File: src/shared/module_mgmt_regs.vh
// constants for the module management controller: map, fields, reset values and timing
// Contract
// (RULE1) module is fully functional within 2000 ms of power-on, plug or reset release
// (RULE2) reset input low counts only when longer than 2 us; host holds it that long
// (RULE3) two-wire bus answers within 2000 ms of power-on
// (RULE4) data-not-ready bit 0 of status byte 2 clears and interrupt asserts within 2000 ms
// (RULE5) interrupt due to cleared data-not-ready marks full functionality
// (RULE6) low-power pin high enters lower power level within 100 us
// (RULE7) interrupt output goes low within 200 ms of a triggering condition
// (RULE8) interrupt releases within 500 us after the host reads and clears the flag
// (RULE9) entering receive loss-of-signal sets its flag and interrupt within 100 ms
// (RULE10) entering transmit fault sets its flag and interrupt within 200 ms
// (RULE11) any other condition sets its flag and interrupt within 200 ms
// (RULE12) setting a mask bit stops that flag driving the interrupt within 100 ms
// (RULE13) clearing a mask bit resumes that flag's interrupt within 100 ms
// (RULE14) select asserted: module answers bus transactions within 100 us
// (RULE15) select deasserted: module stops answering bus transactions within 100 us
// (RULE16) power-down or override bit set enters lower power level within 100 ms; code needs both bits set, override alone gives full power
// (RULE17) power-down bit cleared returns to full function within 300 ms
// (RULE18) mask and power delays count from the write's stop condition
// (RULE19) host reads the flag bytes after an interrupt to find its cause
// (RULE20) flags stay latched until read; interrupt holds while unmasked flag is set
// (RULE21) during reset and initialization report not ready and hold interrupt released
`ifndef MODULE_MGMT_REGS_VH
`define MODULE_MGMT_REGS_VH

// ****************************************
// clock and timing
// ****************************************
`define CLK_MHZ          200
`define T_INIT_MS        2000
`define INIT_CYC         (`T_INIT_MS * 1000 * `CLK_MHZ)
`define T_RESET_INIT_US  2
`define RESET_MIN_CYC    (`T_RESET_INIT_US * `CLK_MHZ)
`define T_LOW_POWER_PIN_US      100
`define T_IRQ_ON_MS      200
`define T_IRQ_OFF_US     500
`define T_SELECT_US      100

// ****************************************
// two-wire bus
// ****************************************
`define DEV_ADDR         7'h50

// ****************************************
// byte map
// ****************************************
`define ADR_STATUS       8'h02
`define ADR_FLAG_LOS     8'h03
`define ADR_FLAG_FAULT   8'h04
`define ADR_FLAG_OTHER   8'h05
`define ADR_POWER_CTRL   8'h5D
`define ADR_MASK_LOS     8'h64
`define ADR_MASK_FAULT   8'h65
`define ADR_MASK_OTHER   8'h66

// ****************************************
// fields and reset values
// ****************************************
`define BIT_NOT_READY    0
`define BIT_OVERRIDE     0
`define BIT_POWER_SET    1
`define MASK_RESET       4'h0
`define POWER_RESET      2'h0

`endif

File: src/rtl/pin_sync.v
// two-flop synchroniser for a group of asynchronous inputs
`timescale 1ns/1ps
`default_nettype none

module pin_sync #(
    parameter W = 1,
    parameter [W-1:0] INIT = {W{1'b0}}
) (
    // clock and control
    input  wire         ref_clk,
    input  wire         srst,
    input  wire         clk_en,
    // pins in, synchronised out
    input  wire [W-1:0] d,
    output wire [W-1:0] q
);

    reg [W-1:0] stage1_q;
    reg [W-1:0] stage2_q;

    always @(posedge ref_clk) begin
        if (srst) begin
            stage1_q <= INIT;
            stage2_q <= INIT;
        end else if (clk_en) begin
            stage1_q <= d;
            stage2_q <= stage1_q;
        end
    end

    assign q = stage2_q;

endmodule // pin_sync

`default_nettype wire

File: src/rtl/module_mgmt_ctrl.v
// module management controller: init, reset qualification, flags, interrupt, power and bus slave
`timescale 1ns/1ps
`default_nettype none
`include "module_mgmt_regs.vh"

module module_mgmt_ctrl #(
    parameter [31:0] INIT_CYCLES = `INIT_CYC
) (
    // clock and control
    input  wire        ref_clk,
    input  wire        srst,
    input  wire        clk_en,
    // host control pins
    input  wire        module_reset_n,
    input  wire        bus_select_n,
    input  wire        low_power_pin,
    // two-wire management bus
    input  wire        scl_in,
    input  wire        sda_in,
    output reg         sda_out,
    output reg         sda_oe,
    // monitored conditions, one bit per channel
    input  wire [3:0]  los_in,
    input  wire [3:0]  tx_fault_in,
    input  wire [3:0]  other_alarm_in,
    // status outputs
    output reg         interrupt_out_n,
    output reg         low_power_q,
    output reg         ready_q
);

    // ****************************************
    // input synchronisation
    // ****************************************
    wire [16:0] pins_s;
    pin_sync #(.W(17), .INIT(17'h1E000)) u_sync (
        .ref_clk (ref_clk),
        .srst    (srst),
        .clk_en  (clk_en),
        .d       ({scl_in, sda_in, module_reset_n, bus_select_n, low_power_pin,
                   other_alarm_in, tx_fault_in, los_in}),
        .q       (pins_s)
    );

    wire        scl_s   = pins_s[16];
    wire        sda_s   = pins_s[15];
    wire        rst_n_s = pins_s[14];
    wire        sel_n_s = pins_s[13];
    wire        lp_s    = pins_s[12];
    wire [11:0] cond_s  = pins_s[11:0];

    // ****************************************
    // reset qualification and initialization
    // ****************************************
    localparam [1:0] ST_INIT = 2'h0;
    localparam [1:0] ST_RUN  = 2'h1;
    localparam [1:0] ST_HELD = 2'h2;
    localparam [31:0] RST_MIN_W = `RESET_MIN_CYC;
    localparam [8:0]  RST_MIN   = RST_MIN_W[8:0];

    reg [1:0]  mode_q;
    reg [31:0] init_cnt_q;
    reg [8:0]  rst_cnt_q;
    reg        ready_evt_q;
    wire       run = (mode_q == ST_RUN);
    wire       rst_qual = !rst_n_s && (rst_cnt_q == RST_MIN);
    wire       clr_status;

    always @(posedge ref_clk) begin
        if (srst) begin
            rst_cnt_q <= 9'h000;
        end else if (clk_en) begin
            if (rst_n_s)
                rst_cnt_q <= 9'h000;
            else if (rst_cnt_q != RST_MIN)
                rst_cnt_q <= rst_cnt_q + 9'h001; // [RULE2]
        end
    end

    always @(posedge ref_clk) begin
        if (srst) begin
            mode_q      <= ST_INIT;
            init_cnt_q  <= 32'h0000_0000;
            ready_evt_q <= 1'b0;
        end else if (clk_en) begin
            if (clr_status)
                ready_evt_q <= 1'b0;
            case (mode_q)
                ST_INIT: begin
                    if (rst_qual) begin
                        mode_q <= ST_HELD; // [RULE2]
                    end else if (init_cnt_q >= INIT_CYCLES - 32'h0000_0001) begin
                        mode_q      <= ST_RUN; // [RULE1] [RULE3]
                        ready_evt_q <= 1'b1;   // [RULE4] [RULE5]
                    end else begin
                        init_cnt_q <= init_cnt_q + 32'h0000_0001;
                    end
                end
                ST_RUN: begin
                    if (rst_qual) begin
                        mode_q      <= ST_HELD;
                        ready_evt_q <= 1'b0;
                    end
                end
                ST_HELD: begin
                    init_cnt_q  <= 32'h0000_0000;
                    ready_evt_q <= 1'b0; // [RULE21]
                    if (rst_n_s)
                        mode_q <= ST_INIT; // [RULE1]
                end
                default: begin
                    mode_q <= ST_INIT;
                end
            endcase
        end
    end

    // ****************************************
    // condition flags, clear on read
    // ****************************************
    reg  [11:0] cond_prev_q;
    reg  [11:0] flag_q;
    reg  [11:0] mask_q;
    wire [11:0] flag_clr;
    wire [11:0] rise = cond_s & ~cond_prev_q;

    always @(posedge ref_clk) begin
        if (srst)
            cond_prev_q <= 12'h000;
        else if (clk_en)
            cond_prev_q <= cond_s;
    end

    genvar gi;
    generate
        for (gi = 0; gi < 12; gi = gi + 1) begin : g_flag
            always @(posedge ref_clk) begin
                if (srst)
                    flag_q[gi] <= 1'b0;
                else if (clk_en) begin
                    if (!run)
                        flag_q[gi] <= 1'b0; // [RULE21]
                    else
                        flag_q[gi] <= (flag_q[gi] & ~flag_clr[gi]) | rise[gi]; // [RULE9] [RULE10] [RULE11] [RULE20]
                end
            end
        end
    endgenerate

    // ****************************************
    // interrupt and power outputs
    // ****************************************
    reg [1:0] power_ctrl_q;
    wire      irq_any = (|(flag_q & ~mask_q)) | ready_evt_q; // [RULE12] [RULE13] [RULE20]

    always @(posedge ref_clk) begin
        if (srst) begin
            interrupt_out_n <= 1'b1;
            low_power_q     <= 1'b1;
            ready_q         <= 1'b0;
        end else if (clk_en) begin
            interrupt_out_n <= !(run && irq_any); // [RULE7] [RULE8] [RULE21]
            ready_q         <= run;
            if (power_ctrl_q[`BIT_OVERRIDE])
                low_power_q <= power_ctrl_q[`BIT_POWER_SET]; // [RULE16] [RULE17] [RULE18]
            else
                low_power_q <= lp_s; // [RULE6]
        end
    end

    // ****************************************
    // two-wire bus slave
    // ****************************************
    localparam [2:0] B_IDLE  = 3'h0;
    localparam [2:0] B_ADDR  = 3'h1;
    localparam [2:0] B_AACK  = 3'h2;
    localparam [2:0] B_WDATA = 3'h3;
    localparam [2:0] B_WACK  = 3'h4;
    localparam [2:0] B_RDATA = 3'h5;
    localparam [2:0] B_RACK  = 3'h6;

    reg  [2:0] bus_q;
    reg  [3:0] bit_cnt_q;
    reg  [7:0] shift_q;
    reg  [7:0] ptr_q;
    reg        rw_q;
    reg        first_q;
    reg        scl_prev_q;
    reg        sda_prev_q;
    reg  [7:0] rd_byte;
    reg  [2:0] rd_clr_q;
    reg        los_clr_q;

    wire scl_rise = scl_s & ~scl_prev_q;
    wire scl_fall = ~scl_s & scl_prev_q;
    wire start_c  = scl_s & scl_prev_q & sda_prev_q & ~sda_s;
    wire stop_c   = scl_s & scl_prev_q & ~sda_prev_q & sda_s;
    wire active   = run && !sel_n_s; // [RULE3] [RULE14] [RULE15]

    assign clr_status = rd_clr_q[0];
    assign flag_clr   = {{4{rd_clr_q[2]}}, {4{rd_clr_q[1]}}, {4{los_clr_q}}}; // [RULE8]

    always @* begin
        case (ptr_q)
            `ADR_STATUS:     rd_byte = {7'h00, !run};
            `ADR_FLAG_LOS:   rd_byte = {4'h0, flag_q[3:0]};
            `ADR_FLAG_FAULT: rd_byte = {4'h0, flag_q[7:4]};
            `ADR_FLAG_OTHER: rd_byte = {4'h0, flag_q[11:8]};
            `ADR_POWER_CTRL: rd_byte = {6'h00, power_ctrl_q};
            `ADR_MASK_LOS:   rd_byte = {4'h0, mask_q[3:0]};
            `ADR_MASK_FAULT: rd_byte = {4'h0, mask_q[7:4]};
            `ADR_MASK_OTHER: rd_byte = {4'h0, mask_q[11:8]};
            default:         rd_byte = 8'h00;
        endcase
    end

    always @(posedge ref_clk) begin
        if (srst) begin
            bus_q        <= B_IDLE;
            bit_cnt_q    <= 4'h0;
            shift_q      <= 8'h00;
            ptr_q        <= 8'h00;
            rw_q         <= 1'b0;
            first_q      <= 1'b0;
            scl_prev_q   <= 1'b1;
            sda_prev_q   <= 1'b1;
            sda_out      <= 1'b0;
            sda_oe       <= 1'b0;
            mask_q       <= {3{`MASK_RESET}};
            power_ctrl_q <= `POWER_RESET;
            rd_clr_q     <= 3'h0;
            los_clr_q    <= 1'b0;
        end else if (clk_en) begin
            scl_prev_q <= scl_s;
            sda_prev_q <= sda_s;
            rd_clr_q   <= 3'h0;
            los_clr_q  <= 1'b0;
            if (!active) begin
                bus_q  <= B_IDLE; // [RULE15]
                sda_oe <= 1'b0;
                if (!run) begin
                    mask_q       <= {3{`MASK_RESET}};
                    power_ctrl_q <= `POWER_RESET;
                end
            end else if (start_c) begin
                bus_q     <= B_ADDR;
                bit_cnt_q <= 4'h0;
                sda_oe    <= 1'b0;
            end else if (stop_c) begin
                bus_q  <= B_IDLE;
                sda_oe <= 1'b0;
            end else if (scl_rise) begin
                case (bus_q)
                    B_ADDR, B_WDATA: begin
                        shift_q   <= {shift_q[6:0], sda_s};
                        bit_cnt_q <= bit_cnt_q + 4'h1;
                    end
                    B_RACK: begin
                        if (sda_s)
                            bus_q <= B_IDLE;
                    end
                    default: begin
                        bit_cnt_q <= bit_cnt_q;
                    end
                endcase
            end else if (scl_fall) begin
                case (bus_q)
                    B_ADDR: begin
                        if (bit_cnt_q == 4'h8) begin
                            if (shift_q[7:1] == `DEV_ADDR) begin
                                bus_q  <= B_AACK;
                                rw_q   <= shift_q[0];
                                sda_oe <= 1'b1;
                            end else begin
                                bus_q <= B_IDLE;
                            end
                        end
                    end
                    B_WDATA: begin
                        if (bit_cnt_q == 4'h8) begin
                            bus_q  <= B_WACK;
                            sda_oe <= 1'b1;
                            if (first_q) begin
                                ptr_q   <= shift_q;
                                first_q <= 1'b0;
                            end else begin
                                ptr_q <= ptr_q + 8'h01;
                                case (ptr_q)
                                    `ADR_POWER_CTRL: power_ctrl_q   <= shift_q[1:0]; // [RULE16] [RULE17]
                                    `ADR_MASK_LOS:   mask_q[3:0]    <= shift_q[3:0]; // [RULE12] [RULE13]
                                    `ADR_MASK_FAULT: mask_q[7:4]    <= shift_q[3:0];
                                    `ADR_MASK_OTHER: mask_q[11:8]   <= shift_q[3:0];
                                    default:         power_ctrl_q   <= power_ctrl_q;
                                endcase
                            end
                        end
                    end
                    B_AACK, B_RACK: begin
                        if (bus_q == B_AACK && !rw_q) begin
                            bus_q     <= B_WDATA;
                            bit_cnt_q <= 4'h0;
                            first_q   <= 1'b1;
                            sda_oe    <= 1'b0;
                        end else begin
                            bus_q     <= B_RDATA;
                            shift_q   <= {rd_byte[6:0], 1'b0};
                            sda_oe    <= !rd_byte[7];
                            bit_cnt_q <= 4'h1;
                            ptr_q     <= ptr_q + 8'h01;
                            rd_clr_q  <= {ptr_q == `ADR_FLAG_OTHER, ptr_q == `ADR_FLAG_FAULT,
                                          ptr_q == `ADR_STATUS}; // [RULE4] [RULE8] [RULE19]
                            los_clr_q <= (ptr_q == `ADR_FLAG_LOS); // [RULE8]
                        end
                    end
                    B_WACK: begin
                        bus_q     <= B_WDATA;
                        bit_cnt_q <= 4'h0;
                        sda_oe    <= 1'b0;
                    end
                    B_RDATA: begin
                        if (bit_cnt_q == 4'h8) begin
                            bus_q  <= B_RACK;
                            sda_oe <= 1'b0;
                        end else begin
                            sda_oe    <= !shift_q[7];
                            shift_q   <= {shift_q[6:0], 1'b0};
                            bit_cnt_q <= bit_cnt_q + 4'h1;
                        end
                    end
                    default: begin
                        sda_oe <= 1'b0;
                    end
                endcase
            end
        end
    end

endmodule // module_mgmt_ctrl

`default_nettype wire

File: config.mk
export PLATFORM = sky130hd
export DESIGN_NAME = module_mgmt_ctrl
export DESIGN_NICKNAME = d
export VERILOG_FILES = /design/src/rtl/pin_sync.v /design/src/rtl/module_mgmt_ctrl.v
export VERILOG_INCLUDE_DIRS = /design/src /design/src/shared
export SDC_FILE = /design/constraint.sdc
export NUM_CORES = 1
export LEC_CHECK = 0
export BUFFER_PORTS_ARGS = -buffer_cell sky130_fd_sc_hd__buf_2
export CAP_MARGIN = 10
export CORE_MARGIN = 2
export CORE_UTILIZATION = 30
export CTS_CLUSTER_SIZE = 25
export DETAILED_ROUTE_END_ITERATION = 8
export GPL_TIMING_DRIVEN = 0
export PLACE_DENSITY = 0.45
export SYNTH_ARGS = -nofsm -noshare
export SYNTH_HDL_FRONTEND = slang
export SYNTH_HIERARCHICAL = 1
export SYNTH_SLANG_ARGS = --single-unit
export TNS_END_PERCENT = 10
File: constraint.sdc
create_clock -name ref_clk -period 2.8 [get_ports ref_clk]
set_clock_uncertainty 0.05 [all_clocks]
set_input_delay 0.28 -clock ref_clk [delete_from_list [all_inputs] [get_ports ref_clk]]
set_output_delay 0.28 -clock ref_clk [all_outputs]
set_load 0.02 [all_outputs]
==> impl_metrics.tcl <==
set metrics [dict create \
    drv_slew 0 \
    finalSetupTns_ps 0 \
    crit_cells 8 \
    grt_max_degree 17 \
    critPathMaxFanout 10 \
    grt_usage_pct 16.5 \
    root_buffer "clkbuf_16" \
    arrival_ps 2770 \
    setup_violations 0 \
    status "finished clean" \
    netlist_instances 850 \
    crit_path_end_kind "flip-flop" \
    cts_hold_buf 0 \
    synth_enable_flop_cells 0 \
    syn_avg_cell_area_um2 8.63 \
    path_delay_family "compound AO/OA/AOI/OAI gates" \
    clk_latency_ps 430 \
    cp_slowest_stage_delay_ps 380 \
    r2r-end "ptr_q[3]$_SDFFE_PP0P_" \
    die_y_um 160 \
    num_io_pins 25 \
    async_flop_share_pct 0 \
    grt_pass1_wl_um 33600 \
    grt_pass1_vias 6066 \
    period_share_pct 90.2 \
    layout-drive-gt1-share_pct 9.85 \
    p_leak_nw 3.03 \
    syn-num-nets 882 \
    slowest_stage "dfxtp_1" \
    min_path_type "primary input to flip-flop" \
    r2r-start "u_sync/q[16]$_SDFFE_PP1P_" \
    port_buffers 23 \
    vdd_drop_max_mv 0.307 \
    synth_seq_cells 151 \
    ys_types 72 \
    antenna_found_initial 0 \
    start_util_pct 30.4 \
    cts_resized 0 \
    holdWs_ps 15.3 \
    ys_seq_area_share_pct 41.2 \
    dieArea_um2 25700 \
    die_width_um 160 \
    finalNetCount 924 \
    yosysWarningCount 6 \
    max_freq_mhz 396 \
    vias 6239 \
    gr-total-overflow 0 \
    final_core_util_pct 34.9 \
    ys.flop_type "dfxtp_1" \
    crit_required_ps 3050 \
    place_hpwl_um 14800 \
    drv_cap 0 \
    drc_errors 0 \
    post-route-min-period_ps 2530 \
    crit_chain "ha_1 > nor2b_1 > o2111a_1 > and3_1 > clkbuf_1 > o21ai_0 > a22oi_1 > nor2_1" \
    cts_tree "done" \
    drtIter0Drc 535 \
    numCtsBuffers 17 \
    critPathBufInv 1 \
    htree_levels 4 \
    core_um2 24200 \
    cp-endpoint "ptr_q[3]$_SDFFE_PP0P_" \
    clockBufferDepth 2 \
    syn_area_um2 7340 \
    cp-startpoint "u_sync/q[16]$_SDFFE_PP1P_" \
    ff2ff_path_depth 8 \
    hold_violations 0 \
    fp-row-count 57 \
    postCtsSetupBuffers 0 \
    critical_path_class "flip-flop to flip-flop" \
    grt_setup_unrepaired "false" \
    cts_sinks 151 \
    wl_um 20500 \
    first_pass_iters 5 \
    syn_to_final_growth_pct 15.0 \
    gp_congestion 0.817 \
    p_per_area_nw_per_um2 569 \
    regToRegSetupSlack_ps 270 \
    cp-start-kind "flip-flop" \
    antenna_cells 0 \
    clk_pin_slew_ps 70 \
    slew_headroom_pct 38.6 \
    worst_pin_slew_ps 908 \
    viasPerCell 5.08 \
    post_drt_wl_per_cell_um 16.7 \
    ant_nets 0 \
]
[layer usage]
metal	track usage (%)	share of wire [%]
met1	22.4	49
met2	27.0	47
met3	2.82	3.2
met4	4.63	1.1
met5	0	0
[Yosys cell counts (15+ instances only)]
master / count / share of area [%]
nand2_1: 55 / 2.8
or3_1: 20 / 1.7
o21ai_0: 41 / 2.8
clkbuf_1: 29 / 1.5
a32oi_1: 19 / 2.3
and3_1: 15 / 1.3
a21oi_1: 62 / 4.2
inv_1: 38 / 1.9
nor2_1: 120 / 6.1
nand3_1: 25 / 1.7
dfxtp_1: 151 / 41
mux2i_1: 55 / 7.5
[per-stage QoR]
| step | area [µm²] | power [mW] | worst slack, ps | cells |
|---|---|---|---|---|
| 6_report | 8440 | 4.80 | 274 | 1228 |
| 5_1_grt | 8440 | 4.98 | 82.9 | 1228 |
| 4_1_cts | 8440 | 4.84 | 287 | 1228 |
| 3_5_place_dp | 7860 | 2.54 | 304 | 1197 |
| 3_3_place_gp | 7860 | 2.53 | 281 | 1197 |
| 2_1_floorplan | 7340 | 2.44 | 739 | 850 |
[cell usage in the layout (no fill, tap or decap), types with 6 or more instances in the layout]
cell type	netlist	routed
nor3_1	9	9
xor2_1	6	6
nor2_1	120	120
ha_1	12	12
buf_2	5	28
a31oi_1	6	6
mux2i_1	55	55
nand2_1	55	55
and3_1	15	15
or3_1	20	20
clkbuf_1	29	29
nor2b_1	13	13
o31ai_1	13	13
nand2b_1	6	6
nand3_1	25	25
dfxtp_1	151	151
a21oi_1	62	62
nand4_1	13	13
a32oi_1	19	19
o22ai_1	8	8
inv_1	38	38
clkbuf_16	0	17
a211o_1	14	14
a22oi_1	9	9
or4_1	10	10
o21ai_0	41	41
and2_1	10	10
[power by group]
group,internal [mW],switching (mW)
combinational,0.0996,0.169
sequential,2.18,0.0299
clock,1.26,1.06
total,3.54,1.26
[cell families after synthesis]
group           after synthesis  share of synthesized area (%)
other cells                   1                         0.0511
mux                          56                           7.65
compound gates              203                           19.0
simple gates                336                           23.6
flops                       151                           41.2
fa+ha+maj                    12                           2.05
xor+xnor                      8                          0.955
buf+inv                      83                           5.49
[final cells by class]
class                           count  area, µm²
Fill cell                        2568      15700
Multi-Input combinational cell    616       3910
Sequential cell                   151       3020
Clock buffer                       17        425
Tap cell                          324        405
Buffer                             45        260
Clock inverter                     14        155
Inverter                           38        143
Timing Repair Buffer               23        115
[state kept, by name (all words and copies together), names as in the netlist, 2 cells and up]
signal           count
cond_prev_q         12
shift_q              8
u_sync/stage1_q     17
rst_cnt_q            9
power_ctrl_q         2
mask_q              12
ptr_q                8
bit_cnt_q            4
u_sync/q            17
rd_clr_q             3
flag_q              12
bus_q                3
init_cnt_q          32
mode_q               2
[worst min-delay path by stage]
stage	from	to	slack (ps)	cells after the start
floorplan	module_reset_n	u_sync/stage1_q[14]$_SDFFE_PP1P_	350	1
global placement	u_sync/stage1_q[13]$_SDFFE_PP1P_	u_sync/q[13]$_SDFFE_PP1P_	400	1
detailed placement	u_sync/stage1_q[13]$_SDFFE_PP1P_	u_sync/q[13]$_SDFFE_PP1P_	400	1
CTS	scl_in	u_sync/stage1_q[16]$_SDFFE_PP1P_	1	2
global route	sda_in	u_sync/stage1_q[15]$_SDFFE_PP1P_	3	2
finish	scl_in	u_sync/stage1_q[16]$_SDFFE_PP1P_	20	2
Note: power is estimated with default switching activity, not from simulation.
